### config.mk
export PLATFORM = sky130hd
export DESIGN_NAME = kbm_mailbox
export DESIGN_NICKNAME = d
export VERILOG_FILES = /design/src/hw/kbm_pkg.sv /design/src/hw/kbm_buf2.sv /design/src/hw/kbm_mailbox.sv
export SDC_FILE = /design/constraint.sdc
export NUM_CORES = 1
export LEC_CHECK = 0
export ABC_AREA = 1
export BUFFER_PORTS_ARGS = -buffer_cell sky130_fd_sc_hd__buf_4
export CAP_MARGIN = 20
export CORE_UTILIZATION = 29
export CTS_CLUSTER_SIZE = 12
export DETAILED_ROUTE_END_ITERATION = 10
export SETUP_SLACK_MARGIN = 0.02
export SYNTH_ARGS = -nofsm -noshare
export SYNTH_HDL_FRONTEND = slang
export SYNTH_SLANG_ARGS = --single-unit
### constraint.sdc
create_clock -name mclk_in -period 3.5 [get_ports mclk_in]
set_input_delay 0.35 -clock mclk_in [delete_from_list [all_inputs] [get_ports mclk_in]]
set_output_delay 0.35 -clock mclk_in [all_outputs]
set_load 0.05 [all_outputs]
### src/hw/kbm_pkg.sv
// Purpose: shared constants and carriers for the keyboard-style host/EC mailbox
// Assumes: EC peripheral bus with byte-wide data and 10-bit offsets
// Notes: host side reaches the block by plain index/strobe ports
package kbm_pkg;
    // =====================================================
    // ec side offsets
    localparam logic [9:0] KBM_OFS_DATA = 10'h100;
    localparam logic [9:0] KBM_OFS_STAT = 10'h104;
    localparam logic [9:0] KBM_OFS_CTRL = 10'h108;
    localparam logic [9:0] KBM_OFS_AUX = 10'h10C;
    localparam logic [9:0] KBM_OFS_LATCH = 10'h114;
    // =====================================================
    // host side indices
    localparam logic [2:0] KBM_HIDX_DATA = 3'h0;
    localparam logic [2:0] KBM_HIDX_CMD = 3'h4;
    // =====================================================
    // status bit positions
    localparam int KBM_ST_OBF = 0;
    localparam int KBM_ST_IBF = 1;
    localparam int KBM_ST_CD = 3;
    localparam int KBM_ST_AUX = 5;
    localparam logic [7:0] KBM_ST_USER_MASK = 8'hD4;
    // control bit positions
    localparam int KBM_CT_A20_SOFTWARE_ASSIST = 1;
    localparam int KBM_CT_FWSEL = 2;
    localparam int KBM_CT_GATE = 5;
    localparam int KBM_CT_AUX_FLAG_HW_CONTROL = 7;
    // reset values
    localparam logic [7:0] KBM_CTRL_RST = 8'h00;
    localparam logic [7:0] KBM_STAT_RST = 8'h00;
    localparam int KBM_BUF_DEPTH = 2;

    // host request carrier
    typedef struct packed {
        logic wr;
        logic rd;
        logic [2:0] idx;
        logic [7:0] wdata;
    } kbm_host_req_t;

    // ec bus request carrier
    typedef struct packed {
        logic wr;
        logic rd;
        logic [9:0] addr;
        logic [7:0] wdata;
    } kbm_ec_req_t;
endpackage : kbm_pkg
### src/hw/kbm_buf2.sv
// Purpose: two-entry byte buffer with valid/ready on both sides
// Assumes: single clock, synchronous active-high reset
// Notes: full and empty are exact; drain side may stall
`timescale 1ns/1ps
module kbm_buf2
    import kbm_pkg::*;
(
    input wire logic mclk_in, // clock
    input wire logic rst_in, // sync reset
    input wire logic in_valid_in, // write strobe
    output logic in_ready_out, // room left
    input wire logic [7:0] in_data_in, // byte in
    output logic out_valid_out, // byte waiting
    input wire logic out_ready_in, // consumer takes
    output logic [7:0] out_data_out // head byte
);
    typedef struct packed {
        logic [1:0][7:0] mem;
        logic [1:0] cnt;
    } kbm_buf_st_t;

    kbm_buf_st_t st_r;
    kbm_buf_st_t st_nxt;
    logic push;
    logic pop;

    // =====================================================
    // handshakes
    assign in_ready_out = (st_r.cnt != 2'(KBM_BUF_DEPTH));
    assign out_valid_out = (st_r.cnt != 2'h0);
    assign out_data_out = st_r.mem[0];
    assign push = in_valid_in && in_ready_out;
    assign pop = out_valid_out && out_ready_in;

    // shift-register buffer next state
    always_comb
    begin
        st_nxt = st_r;
        if (pop)
        begin
            st_nxt.mem[0] = st_r.mem[1];
        end
        if (push)
        begin
            st_nxt.mem[(pop ? st_r.cnt - 2'h1 : st_r.cnt) == 2'h0 ? 0 : 1] = in_data_in;
        end
        st_nxt.cnt = st_r.cnt + 2'(push) - 2'(pop);
    end

    always_ff @(posedge mclk_in)
    begin
        if (rst_in)
            st_r <= '0;
        else
            st_r <= st_nxt;
    end

    buf_bound_a: assert property (@(posedge mclk_in) disable iff (rst_in)
        st_r.cnt <= 2'h2) else $error("buffer count out of range");
endmodule : kbm_buf2

### src/hw/kbm_mailbox.sv
// Purpose: keyboard-style byte mailbox between host and embedded controller
// Assumes: host and EC strobes are one-cycle and synchronous to mclk_in
// Notes: host-to-EC bytes pass a two-entry buffer; EC read pops it
//
// Contract
// - command write sets C/D, data clears it
// - host write sets input-full, raises EC irq
// - EC read of last buffered byte clears input-full
// - EC write either offset loads byte, sets OUTPUT_FULL_FLAG
// - host read clears OUTPUT_FULL_FLAG, pulses output-empty irq
// - aux write sets aux flag; normal clears it
// - aux hw control selects status bit 5 source
// - writes set keyboard or aux irq source
// - host read clears keyboard irq source
// - host read clears aux irq source
// - firmware select uses latch as keyboard source
// - latch reads bit0 live source, rest zero
// - gate low forces keyboard line low
// - gate low forces mouse line low
// - user status bits EC writable, host readable
// - software assist selects A20 gate source
// - irq sources reset to zero
// - EC status write keeps bits 0,1,3
`timescale 1ns/1ps
module kbm_mailbox
    import kbm_pkg::*;
(
    input wire logic mclk_in, // ec clock
    input wire logic rst_in, // system reset, high
    input wire kbm_host_req_t host_req_in, // host i/o strobe
    output logic [7:0] host_rdata_out, // host read data
    input wire kbm_ec_req_t ec_req_in, // ec bus strobe
    output logic [7:0] ec_rdata_out, // ec read data
    input wire logic host_a20_wr_in, // host-initiated a20 control
    input wire logic host_a20_val_in, // a20 level from host
    input wire logic fw_a20_val_in, // firmware a20 level
    output logic host_ready_out, // buffer accepts host write
    output logic ec_input_full_irq_out, // input-full irq to ec
    output logic ec_output_empty_irq_out, // output-empty pulse to ec
    output logic keyboard_irq_line_out, // keyboard irq to host
    output logic mouse_irq_line_out, // mouse irq to host
    output logic address_bit20_gate_out // a20 gate
);
    typedef struct packed {
        logic [7:0] ctrl;
        logic [7:0] user;
        logic [7:0] out_byte;
        logic output_full_flag;
        logic cmd_data;
        logic aux_full;
        logic kbd_src;
        logic aux_src;
        logic fw_latch;
        logic oe_pulse;
        logic a20_last;
        logic [7:0] ec_rdata;
        logic [7:0] host_rdata;
    } kbm_st_t;

    kbm_st_t st_r;
    kbm_st_t st_nxt;
    logic host_data_wr;
    logic host_cmd_wr;
    logic host_data_rd;
    logic ec_wr_data;
    logic ec_wr_aux;
    logic ec_rd_in;
    logic buf_valid;
    logic [7:0] buf_data;
    logic kbd_live;
    logic gate_en;
    logic [7:0] status;

    // =====================================================
    // request decode
    assign host_data_wr = host_req_in.wr && host_req_in.idx == KBM_HIDX_DATA;
    assign host_cmd_wr = host_req_in.wr && host_req_in.idx == KBM_HIDX_CMD;
    assign host_data_rd = host_req_in.rd && host_req_in.idx == KBM_HIDX_DATA;
    assign ec_wr_data = ec_req_in.wr && ec_req_in.addr == KBM_OFS_DATA;
    assign ec_wr_aux = ec_req_in.wr && ec_req_in.addr == KBM_OFS_AUX;
    assign ec_rd_in = ec_req_in.rd && ec_req_in.addr == KBM_OFS_DATA;
    assign gate_en = st_r.ctrl[KBM_CT_GATE];

    // =====================================================
    // host-to-ec byte buffer
    kbm_buf2 u_buf (
        .mclk_in(mclk_in),
        .rst_in(rst_in),
        .in_valid_in(host_data_wr || host_cmd_wr),
        .in_ready_out(host_ready_out),
        .in_data_in(host_req_in.wdata),
        .out_valid_out(buf_valid),
        .out_ready_in(ec_rd_in),
        .out_data_out(buf_data)
    );

    // live keyboard source and status image
    always_comb
    begin
        kbd_live = st_r.ctrl[KBM_CT_FWSEL] ? st_r.fw_latch : st_r.kbd_src;
        status = st_r.user & KBM_ST_USER_MASK;
        status[KBM_ST_OBF] = st_r.output_full_flag;
        status[KBM_ST_IBF] = buf_valid;
        status[KBM_ST_CD] = st_r.cmd_data;
        status[KBM_ST_AUX] = st_r.ctrl[KBM_CT_AUX_FLAG_HW_CONTROL] ? st_r.aux_full
                                                     : st_r.user[KBM_ST_AUX];
    end

    // =====================================================
    // next state
    always_comb
    begin
        st_nxt = st_r;
        st_nxt.oe_pulse = 1'b0;
        // command/data flag
        if (host_cmd_wr && host_ready_out)
            st_nxt.cmd_data = 1'b1;
        else if (host_data_wr && host_ready_out)
            st_nxt.cmd_data = 1'b0;
        // host read of output byte clears flags
        if (host_data_rd)
        begin
            st_nxt.output_full_flag = 1'b0;
            st_nxt.kbd_src = 1'b0;
            st_nxt.aux_src = 1'b0;
            st_nxt.oe_pulse = st_r.output_full_flag;
        end
        // ec writes win over same-cycle host read
        if (ec_wr_data || ec_wr_aux)
        begin
            st_nxt.out_byte = ec_req_in.wdata;
            st_nxt.output_full_flag = 1'b1;
        end
        if (ec_wr_data)
        begin
            st_nxt.aux_full = 1'b0;
            st_nxt.kbd_src = 1'b1;
        end
        if (ec_wr_aux)
        begin
            st_nxt.aux_full = 1'b1;
            st_nxt.aux_src = 1'b1;
            st_nxt.a20_last = fw_a20_val_in;
        end
        if (host_a20_wr_in)
            st_nxt.a20_last = host_a20_val_in;
        if (ec_req_in.wr)
        begin
            unique case (ec_req_in.addr)
                KBM_OFS_CTRL:
                begin
                    st_nxt.ctrl = ec_req_in.wdata;
                    st_nxt.a20_last = fw_a20_val_in;
                end
                KBM_OFS_STAT:
                    st_nxt.user = ec_req_in.wdata & (KBM_ST_USER_MASK | 8'(1 << KBM_ST_AUX));
                KBM_OFS_LATCH:
                    st_nxt.fw_latch = ec_req_in.wdata[0];
                default:
                    st_nxt.ctrl = st_nxt.ctrl;
            endcase
        end
        // ec read data
        if (ec_req_in.rd)
        begin
            unique case (ec_req_in.addr)
                KBM_OFS_DATA: st_nxt.ec_rdata = buf_data;
                KBM_OFS_STAT: st_nxt.ec_rdata = status;
                KBM_OFS_CTRL: st_nxt.ec_rdata = st_r.ctrl;
                KBM_OFS_LATCH: st_nxt.ec_rdata = {7'h00, kbd_live};
                default: st_nxt.ec_rdata = 8'h00;
            endcase
        end
        // host read data
        if (host_req_in.rd)
            st_nxt.host_rdata = host_data_rd ? st_r.out_byte : status;
    end

    // state register
    always_ff @(posedge mclk_in)
    begin
        if (rst_in)
        begin
            st_r <= '0;
            st_r.ctrl <= KBM_CTRL_RST;
            st_r.user <= KBM_STAT_RST;
        end
        else
            st_r <= st_nxt;
    end

    // =====================================================
    // outputs
    assign ec_input_full_irq_out = buf_valid;
    assign ec_output_empty_irq_out = st_r.oe_pulse;
    assign keyboard_irq_line_out = gate_en && kbd_live;
    assign mouse_irq_line_out = gate_en && st_r.aux_src;
    assign address_bit20_gate_out = st_r.ctrl[KBM_CT_A20_SOFTWARE_ASSIST] ? fw_a20_val_in
                                                            : st_r.a20_last;
    assign ec_rdata_out = st_r.ec_rdata;
    assign host_rdata_out = st_r.host_rdata;

    // =====================================================
    // checks
    cd_cmd_a: assert property (@(posedge mclk_in) disable iff (rst_in)
        host_cmd_wr && host_ready_out |=> st_r.cmd_data)
        else $error("command write left C/D clear");
    ibf_set_a: assert property (@(posedge mclk_in) disable iff (rst_in)
        (host_cmd_wr || host_data_wr) && host_ready_out |=> ec_input_full_irq_out)
        else $error("host write did not raise input-full");
    obf_set_a: assert property (@(posedge mclk_in) disable iff (rst_in)
        ec_wr_data || ec_wr_aux |=> st_r.output_full_flag && st_r.out_byte == $past(ec_req_in.wdata))
        else $error("ec write did not load output byte");
    obf_clr_a: assert property (@(posedge mclk_in) disable iff (rst_in)
        host_data_rd && !ec_wr_data && !ec_wr_aux |=> !st_r.output_full_flag && !st_r.kbd_src)
        else $error("host read did not clear output full");
    aux_flag_a: assert property (@(posedge mclk_in) disable iff (rst_in)
        ec_wr_aux |=> st_r.aux_full ##0 st_r.aux_src)
        else $error("aux write did not set aux flags");
    keyboard_irq_line_gate_a: assert property (@(posedge mclk_in) disable iff (rst_in)
        !gate_en |-> !keyboard_irq_line_out)
        else $error("keyboard line high while gated");
    mouse_irq_line_gate_a: assert property (@(posedge mclk_in) disable iff (rst_in)
        gate_en && ec_wr_aux |=> mouse_irq_line_out)
        else $error("mouse line not raised by aux write");
    oe_pulse_a: assert property (@(posedge mclk_in) disable iff (rst_in)
        ec_output_empty_irq_out |=> !ec_output_empty_irq_out)
        else $error("output-empty irq longer than one cycle");
    hw_bits_a: assert property (@(posedge mclk_in) disable iff (rst_in)
        ec_req_in.wr && ec_req_in.addr == KBM_OFS_STAT && !host_req_in.wr
        && !host_req_in.rd && !ec_wr_data |=> $stable(st_r.output_full_flag) && $stable(st_r.cmd_data))
        else $error("status write changed hardware bits");

    // data write clears command flag
    cd_data_a: assert property (@(posedge mclk_in) disable iff (rst_in)
        host_data_wr && host_ready_out
        |=> !st_r.cmd_data)
        else $error("data write left C/D set");

    // last byte read empties input side
    ibf_clr_a: assert property (@(posedge mclk_in) disable iff (rst_in)
        ec_rd_in && buf_valid && host_ready_out && !host_data_wr && !host_cmd_wr
        |=> !ec_input_full_irq_out)
        else $error("ec read did not clear input-full");

    // normal write clears aux flag
    aux_clr_a: assert property (@(posedge mclk_in) disable iff (rst_in)
        ec_wr_data
        |=> !st_r.aux_full)
        else $error("normal write left aux flag set");

    // normal write raises keyboard source
    kbd_set_a: assert property (@(posedge mclk_in) disable iff (rst_in)
        ec_wr_data
        |=> st_r.kbd_src)
        else $error("normal write did not set keyboard source");

    // host read drops keyboard line
    kbd_clr_a: assert property (@(posedge mclk_in) disable iff (rst_in)
        host_data_rd && !ec_req_in.wr && gate_en && !st_r.ctrl[KBM_CT_FWSEL]
        |=> !keyboard_irq_line_out)
        else $error("host read left keyboard line high");

    // host read drops aux source
    aux_src_clr_a: assert property (@(posedge mclk_in) disable iff (rst_in)
        host_data_rd && !ec_wr_aux
        |=> !st_r.aux_src)
        else $error("host read left aux source set");

    // latch read shows live source only
    latch_rd_a: assert property (@(posedge mclk_in) disable iff (rst_in)
        ec_req_in.rd && ec_req_in.addr == KBM_OFS_LATCH
        |=> ec_rdata_out[7:1] == 7'h00 && ec_rdata_out[0] == $past(kbd_live))
        else $error("latch read data wrong");

    // firmware select routes latch to line
    keyboard_irq_line_fw_a: assert property (@(posedge mclk_in) disable iff (rst_in)
        gate_en && st_r.ctrl[KBM_CT_FWSEL]
        |-> keyboard_irq_line_out == st_r.fw_latch)
        else $error("keyboard line does not follow latch");

    // hardware select routes write flag to line
    keyboard_irq_line_hw_a: assert property (@(posedge mclk_in) disable iff (rst_in)
        gate_en && !st_r.ctrl[KBM_CT_FWSEL]
        |-> keyboard_irq_line_out == st_r.kbd_src)
        else $error("keyboard line does not follow write flag");

    // gate off holds mouse line low
    mouse_irq_line_low_a: assert property (@(posedge mclk_in) disable iff (rst_in)
        !gate_en
        |-> !mouse_irq_line_out)
        else $error("mouse line high while gated");

    // aux write shows in status bit 5
    aux_bit_a: assert property (@(posedge mclk_in) disable iff (rst_in)
        ec_wr_aux && st_r.ctrl[KBM_CT_AUX_FLAG_HW_CONTROL]
        |=> status[KBM_ST_AUX])
        else $error("aux write not shown in status");

    // status bit 5 as user bit
    user_bit5_a: assert property (@(posedge mclk_in) disable iff (rst_in)
        ec_req_in.wr && ec_req_in.addr == KBM_OFS_STAT && !st_r.ctrl[KBM_CT_AUX_FLAG_HW_CONTROL]
        |=> status[KBM_ST_AUX] == $past(ec_req_in.wdata[KBM_ST_AUX]))
        else $error("status bit 5 not writable as user bit");

    // user bits take ec writes
    user_bits_a: assert property (@(posedge mclk_in) disable iff (rst_in)
        ec_req_in.wr && ec_req_in.addr == KBM_OFS_STAT
        |=> (status & KBM_ST_USER_MASK) == ($past(ec_req_in.wdata) & KBM_ST_USER_MASK))
        else $error("user status bits not written");

    // host a20 control without assist
    a20_host_a: assert property (@(posedge mclk_in) disable iff (rst_in)
        !st_r.ctrl[KBM_CT_A20_SOFTWARE_ASSIST] && host_a20_wr_in && !(ec_req_in.wr && ec_req_in.addr == KBM_OFS_CTRL)
        |=> address_bit20_gate_out == $past(host_a20_val_in))
        else $error("a20 gate ignores host control");

    // normal data write leaves a20 alone
    a20_hold_a: assert property (@(posedge mclk_in) disable iff (rst_in)
        ec_wr_data && !host_a20_wr_in
        |=> $stable(st_r.a20_last))
        else $error("data write changed a20 level");

    // software assist hands gate to firmware
    a20_sw_a: assert property (@(posedge mclk_in) disable iff (rst_in)
        st_r.ctrl[KBM_CT_A20_SOFTWARE_ASSIST]
        |-> address_bit20_gate_out == fw_a20_val_in)
        else $error("a20 gate not under firmware control");

    // output-empty pulse follows full read
    oe_rise_a: assert property (@(posedge mclk_in) disable iff (rst_in)
        host_data_rd && st_r.output_full_flag
        |=> ec_output_empty_irq_out)
        else $error("host read gave no output-empty pulse");

    // output-empty pulse only after host read
    oe_cause_a: assert property (@(posedge mclk_in) disable iff (rst_in)
        ec_output_empty_irq_out
        |-> $past(host_data_rd))
        else $error("output-empty pulse without host read");

    cov_cmd_c: cover property (@(posedge mclk_in) host_cmd_wr ##[1:20] ec_rd_in);
    cov_out_c: cover property (@(posedge mclk_in) ec_wr_data ##[1:20] host_data_rd);
    cov_aux_c: cover property (@(posedge mclk_in) gate_en && ec_wr_aux ##1 mouse_irq_line_out);
    cov_full_c: cover property (@(posedge mclk_in) !host_ready_out);
    cov_latch_c: cover property (@(posedge mclk_in) gate_en && st_r.fw_latch && keyboard_irq_line_out);
endmodule : kbm_mailbox

Word-level counts from Yosys, hierarchy flattened
Index checks and enable logic that the tools add are counted.
Widths: inputs -> output; s select.
{"block": "word_totals", "reg_bits": 63, "output_inout_bits": 22, "word_cells": 80}
{"block": "op_classes", "n_addsub": 3, "n_lt_le_gt_ge": 2, "n_eq_ne": 7, "mux": 24, "bitwise_logic": 1, "reduce_logical": 27}
{"cell": "$eq 10x9->1 const B", "count": 5}
{"cell": "$ge 32x1->1 const B", "count": 1}
{"cell": "$lt 32x3->1 const B", "count": 1}
{"cell": "$mux 8", "count": 4}
{"cell": "$pmux 8 s4", "count": 1}
{"cell": "$bwmux 16", "count": 1}
{"cell": "$mux 1", "count": 14}
{"cell": "$logic_and 1x1->1", "count": 13}
{"cell": "$reduce_bool 2->1", "count": 6}
{"cell": "$demux 8 s1", "count": 1}
{"cell": "$mux 2", "count": 3}
{"cell": "$reduce_and 2->1", "count": 3}
{"cell": "$eq 3x3->1 const B", "count": 1}
{"cell": "$logic_not 3->1", "count": 1}
{"cell": "$add 2x1->2", "count": 1}
{"cell": "$logic_not 2->1", "count": 1}
{"cell": "$logic_or 1x1->1", "count": 2}
{"cell": "$ne 2x2->1 const B", "count": 1}
{"cell": "$reduce_or 2->1", "count": 1}
{"cell": "$sub 2x1->2", "count": 1}
{"cell": "$sub 2x1->2 const B", "count": 1}
{"cell": "$not 1->1", "count": 1}

Depth between registers and ports, before layout
{"block": "depth", "ltp_word": 12, "mapped_depth": 12}

Hierarchy
A second synthesis with hierarchy kept.
{"block": "hier_totals", "cells_unflattened": 482, "area_unflattened_um2": 3319.4}
{"mod": "kbm_mailbox", "n_inst": 1, "cells_per_inst": 317, "area_per_inst_um2": 2273.4, "seq_area_each_um2": 900.9}
{"mod": "kbm_buf2", "n_inst": 1, "cells_per_inst": 165, "area_per_inst_um2": 1046.0, "seq_area_each_um2": 360.3}

Worst setup path after synthesis
No wires, ideal clock.
{"block": "synth_timing", "path_kind": "input-to-reg", "from": "in ec_req_in[18] (netlist bit)", "to": "reg u_buf.st_r[1] (netlist bit)", "t_arrival_ns": 1.969, "setup_slack_ns": 1.406, "cell_stages": 11, "path_cell_list": "buf_2 inv_2 nor2_2 nand2_4 clkinv_1 ha_1 inv_1 ha_1 xor2_1 o21ai_0 a21oi_1"}
{"block": "synth_via", "elab_chain_len": 3}
{"element": "start: declaration", "line": "kbm_mailbox.sv:32", "rtl": "input wire kbm_ec_req_t ec_req_in,"}
{"element": "$logic_and 1x1->1", "line": "kbm_mailbox.sv:81", "rtl": "assign ec_rd_in = ec_req_in.rd && ec_req_in.addr == KBM_OFS_DATA;"}
{"element": "$logic_and 1x1->1", "line": "kbm_buf2.sv:33", "rtl": "assign pop = out_valid_out && out_ready_in;"}
{"element": "$sub 2x1->2", "line": "kbm_buf2.sv:47", "rtl": "st_nxt.cnt = st_r.cnt + 2'(push) - 2'(pop);"}
{"element": "end signal: assignment", "line": "kbm_buf2.sv:55", "rtl": "st_r <= st_nxt;"}
{"element": "end: declaration", "line": "kbm_buf2.sv:22", "rtl": "kbm_buf_st_t st_r;"}
No other way between the ends.
A chain may end at the register's enable or synchronous reset.

Worst setup path after layout
{"block": "layout_timing", "from": "reg u_buf.st_r[1] (netlist bit)", "to": "reg u_buf.st_r[1] (netlist bit)"}
{"block": "layout_via", "elab_chain_len": 4}
{"element": "$ne 2x2->1", "line": "kbm_buf2.sv:29", "rtl": "assign in_ready_out = (st_r.cnt != 2'(KBM_BUF_DEPTH));"}
{"element": "$logic_and 1x1->1", "line": "kbm_buf2.sv:32", "rtl": "assign push = in_valid_in && in_ready_out;"}
{"element": "$add 2x1->2", "line": "kbm_buf2.sv:47"}
{"element": "$sub 2x1->2 (*)", "line": "kbm_buf2.sv:47"}
Every way passes the cells marked *; elsewhere a longest branch is shown, timed or not.

==> run_results.csv <==
group,metric,value,unit
yosys,syn_nets,504,
yosys,synth_seq_cells,63,
placed_design,place_ws,1.07,ns
clocking,insertion_delay,0.35,ns
yosys,synth_cells,462,
power,ir_drop,0.226,mV
hold_path,hp-start,"host_req_in[5]",
floorplan,row_count,37,
global_routing,grt_max_degree,24,
setup_path,cp-end-kind,"register",
floorplan,core-area,0.0105,mm^2
power,power.density,450,mW/mm^2
clocking,clk_pin_slew,0.07,ns
yosys,synth_top_area_frac,0.395,
job,maxCapViolCount,0,
cells_and_area,drive_gt1_frac,0.179,
drt,drc,0,
clocking,cts_max_level,3,
clocking,cts_buffer_depth,2,
clocking,numCtsBuffers,9,
global_routing,grt_first_pass_wirelength,13700,um
hold_path,hold_depth,3,
sta,finalHoldViolCount,0,
floorplan,dieWidth,107,um
yosys,yosysUniqueCellTypes,28,
drt,finalWirelength,8300,um
drt,antenna_left,0,
clocking,numClockSinks,63,
setup_path,reg2reg_from,"u_buf.st_r[1]",
setup_path,rr_worst_depth,11,
clocking,cts_resized,0,
sta,fin_crit,2.30,ns
sta,tns,0,ns
cells_and_area,diodes,0,
global_routing,grt_overflow_total,0,
global_routing,antenna_found_initial,0,
setup_path,startpoint_type,"register",
sta,clock.fmax,435,MHz
yosys,avgSynthCellArea,6.91,um^2
setup_path,r2r_slack,1.20,ns
drt,via_per_inst,4.64,
run_status,status,"finished, final reports clean",
drt,drt_iter0_markers,128,
placed_design,place_congestion,0.853,
cells_and_area,n_fill_cell,1123,
yosys,seq_area_frac_synth,0.395,
clocking,cts_root_buffer,"clkbuf_8",
cells_and_area,area_growth,21.1,%
cells_and_area,num-nets-final,546,
hold_path,min_path_type,"in2reg",
setup_path,crit_type,"reg2reg",
drt,firstDrtPassIters,4,
sta,period_share,0.657,
floorplan,io_pins,60,
floorplan,die_y,107,um
yosys,yosys-top-cells-area,"dfxtp_1, nand2_1, inv_1, a21oi_1, nor2_1",
sta,setup_viol,0,
sta,rsz0062_at_grt,"false",
setup_path,crit_top_cell,"ha_1",
setup_path,slowest_stage,"ha_1",
power,p_leak,1.80,nW
setup_path,path_cells,"inv_1 -> ha_1 -> nor2_2 -> nand2_4 -> clkinv_1 -> ha_1 -> inv_1 -> ha_1 -> xor2_1 -> o21ai_0 -> a21oi_1",
setup_path,critPathArrivalTime,2.52,ns
cells_and_area,layout_commonest_cell,"nand2_1",
sta,tightest_slew,0.598,ns
global_routing,grt_pass1_vias,2813,
drt,routedWlPerCell,12.9,um
yosys,syn_area,0.00319,mm^2
clocking,cts_tree,"yes",
hold_path,hold_end,"u_buf.out_data_out[5]",
global_routing,grt_usage,0.155,
drt,vias,2992,
sta,finalWorstSetupSlack,1.20,ns
placed_design,portBuffers,59,
setup_path,cp.required,3.72,ns
clocking,ctsHoldBuffers,0,
cells_and_area,final_core_util,0.368,
cells_and_area,most-common-layout-cells,"nand2_1, dfxtp_1, inv_1, buf_4, nor2_1",
sta,relSlewSlack,0.601,
yosys,yosysTopAreaCell,"dfxtp_1",
setup_path,cp_max_fo,10,
placed_design,dp_hpwl,6290,um
setup_path,r2r-end,"u_buf.st_r[1]",
floorplan,start_util,0.304,
sta,skew,0.0101,ns
sta,drv_slew,0,
floorplan,die-area,0.0114,mm^2
yosys,ys_warn_count,0,
clocking,cts_setup_buffers,0,
setup_path,cpPeakStageDelay,0.46,ns
[kinds of logic (layout without fill, tap and decap cells)]
group,count (synthesis),in the layout,synth area share
AND/OR/NAND/NOR,217,217,0.304
buffers and inverters,95,142,0.143
AO/OA/AOI/OAI,82,82,0.139
flip-flops,63,63,0.395
adder cells (fa/ha/maj),4,4,0.0157
XOR/XNOR,1,1,0.00274
[critical path, delay by kind of cell (launching register included)]
kind,cells,cell delay [ns]
DFF,1,0.37
xor gates and xnor gates,1,0.15
adders and majority gates,3,0.87
AOI/OAI and AO/OA,2,0.20
and+or+nand+nor,2,0.21
buffers and inverters,3,0.37
[metrics by stage]
stage	total power [W]	hold WS (ns)	instance area, um^2	cells
floorplan	0.000860	0.424	3190	462
global placement	0.000918	0.438	3610	629
detailed placement	0.000920	0.443	3610	629
CTS	0.00176	0.228	3870	645
global route	0.00181	0.231	3870	645
finish	0.00174	0.242	3870	645
[cell usage after synthesis]
master	count
o211ai_1	11
o21ai_0	27
clkinv_1	2
nand3_4	2
nor3_1	3
nor2_2	3
inv_2	1
nand4_4	1
inv_1	62
o311a_1	1
nand3_1	35
nand4_1	3
dfxtp_1	63
buf_6	5
nor2_4	2
a31oi_1	1
buf_4	16
buf_2	3
nand2_1	112
nand3_2	2
nand2_2	1
nand2_4	2
a21oi_1	42
clkbuf_1	6
nor2_1	50
or2_2	1
ha_1	4
xor2_1	1
[worst max-delay path by stage]
stage | from | to | slack (ns) | depth (start not counted)
after global routing | u_buf.st_r[1] | u_buf.st_r[1] | 0.96 | 11
after CTS | u_buf.st_r[1] | u_buf.st_r[1] | 1.18 | 11
after floorplan | ec_req_in[18] | u_buf.st_r[1] | 1.41 | 11
final | u_buf.st_r[1] | u_buf.st_r[1] | 1.20 | 11
after global placement | ec_req_in[9] | u_buf.st_r[1] | 1.17 | 12
after detailed placement | ec_req_in[9] | u_buf.st_r[1] | 1.07 | 12
[routing by layer]
metal  vias to the layer above  GRT usage  routed length [um]
li1                       1538          -                   -
met1                      1358      0.189                3750
met2                        85      0.262                4000
met3                        11     0.0486                 441
met4                         0     0.0450                 110
met5                         -          0                   0
[flip-flops by register name, summed over array words and instances (netlist names)]
signal and cells:
ec_output_empty_irq_out 1, ec_rdata_out 8, gate_en 1, host_rdata_out 8
st_r 27, u_buf.out_data_out 8, u_buf.st_r 10
[area by class of cell]
cell class	instances	area [um^2]	share of cell area
clock inverters	6	133	0.0343
well taps	136	170	0.0440
multi-input cells	304	1470	0.381
inverters	65	244	0.0631
repair buffers	61	458	0.118
clock buffers	10	128	0.0330
flip-flops and latches	63	1260	0.326
[report_power, final]
group	switching, W	leakage, nW	internal, W	total [W]
Clock	0.000290	0.126	0.000544	0.000835
Sequential	0.00000830	0.510	0.000730	0.000738
Combinational	0.000104	1.17	0.0000618	0.000165
Total	0.000402	1.80	0.00134	0.00174
No activity file was read; power rests on OpenSTA's default activity.
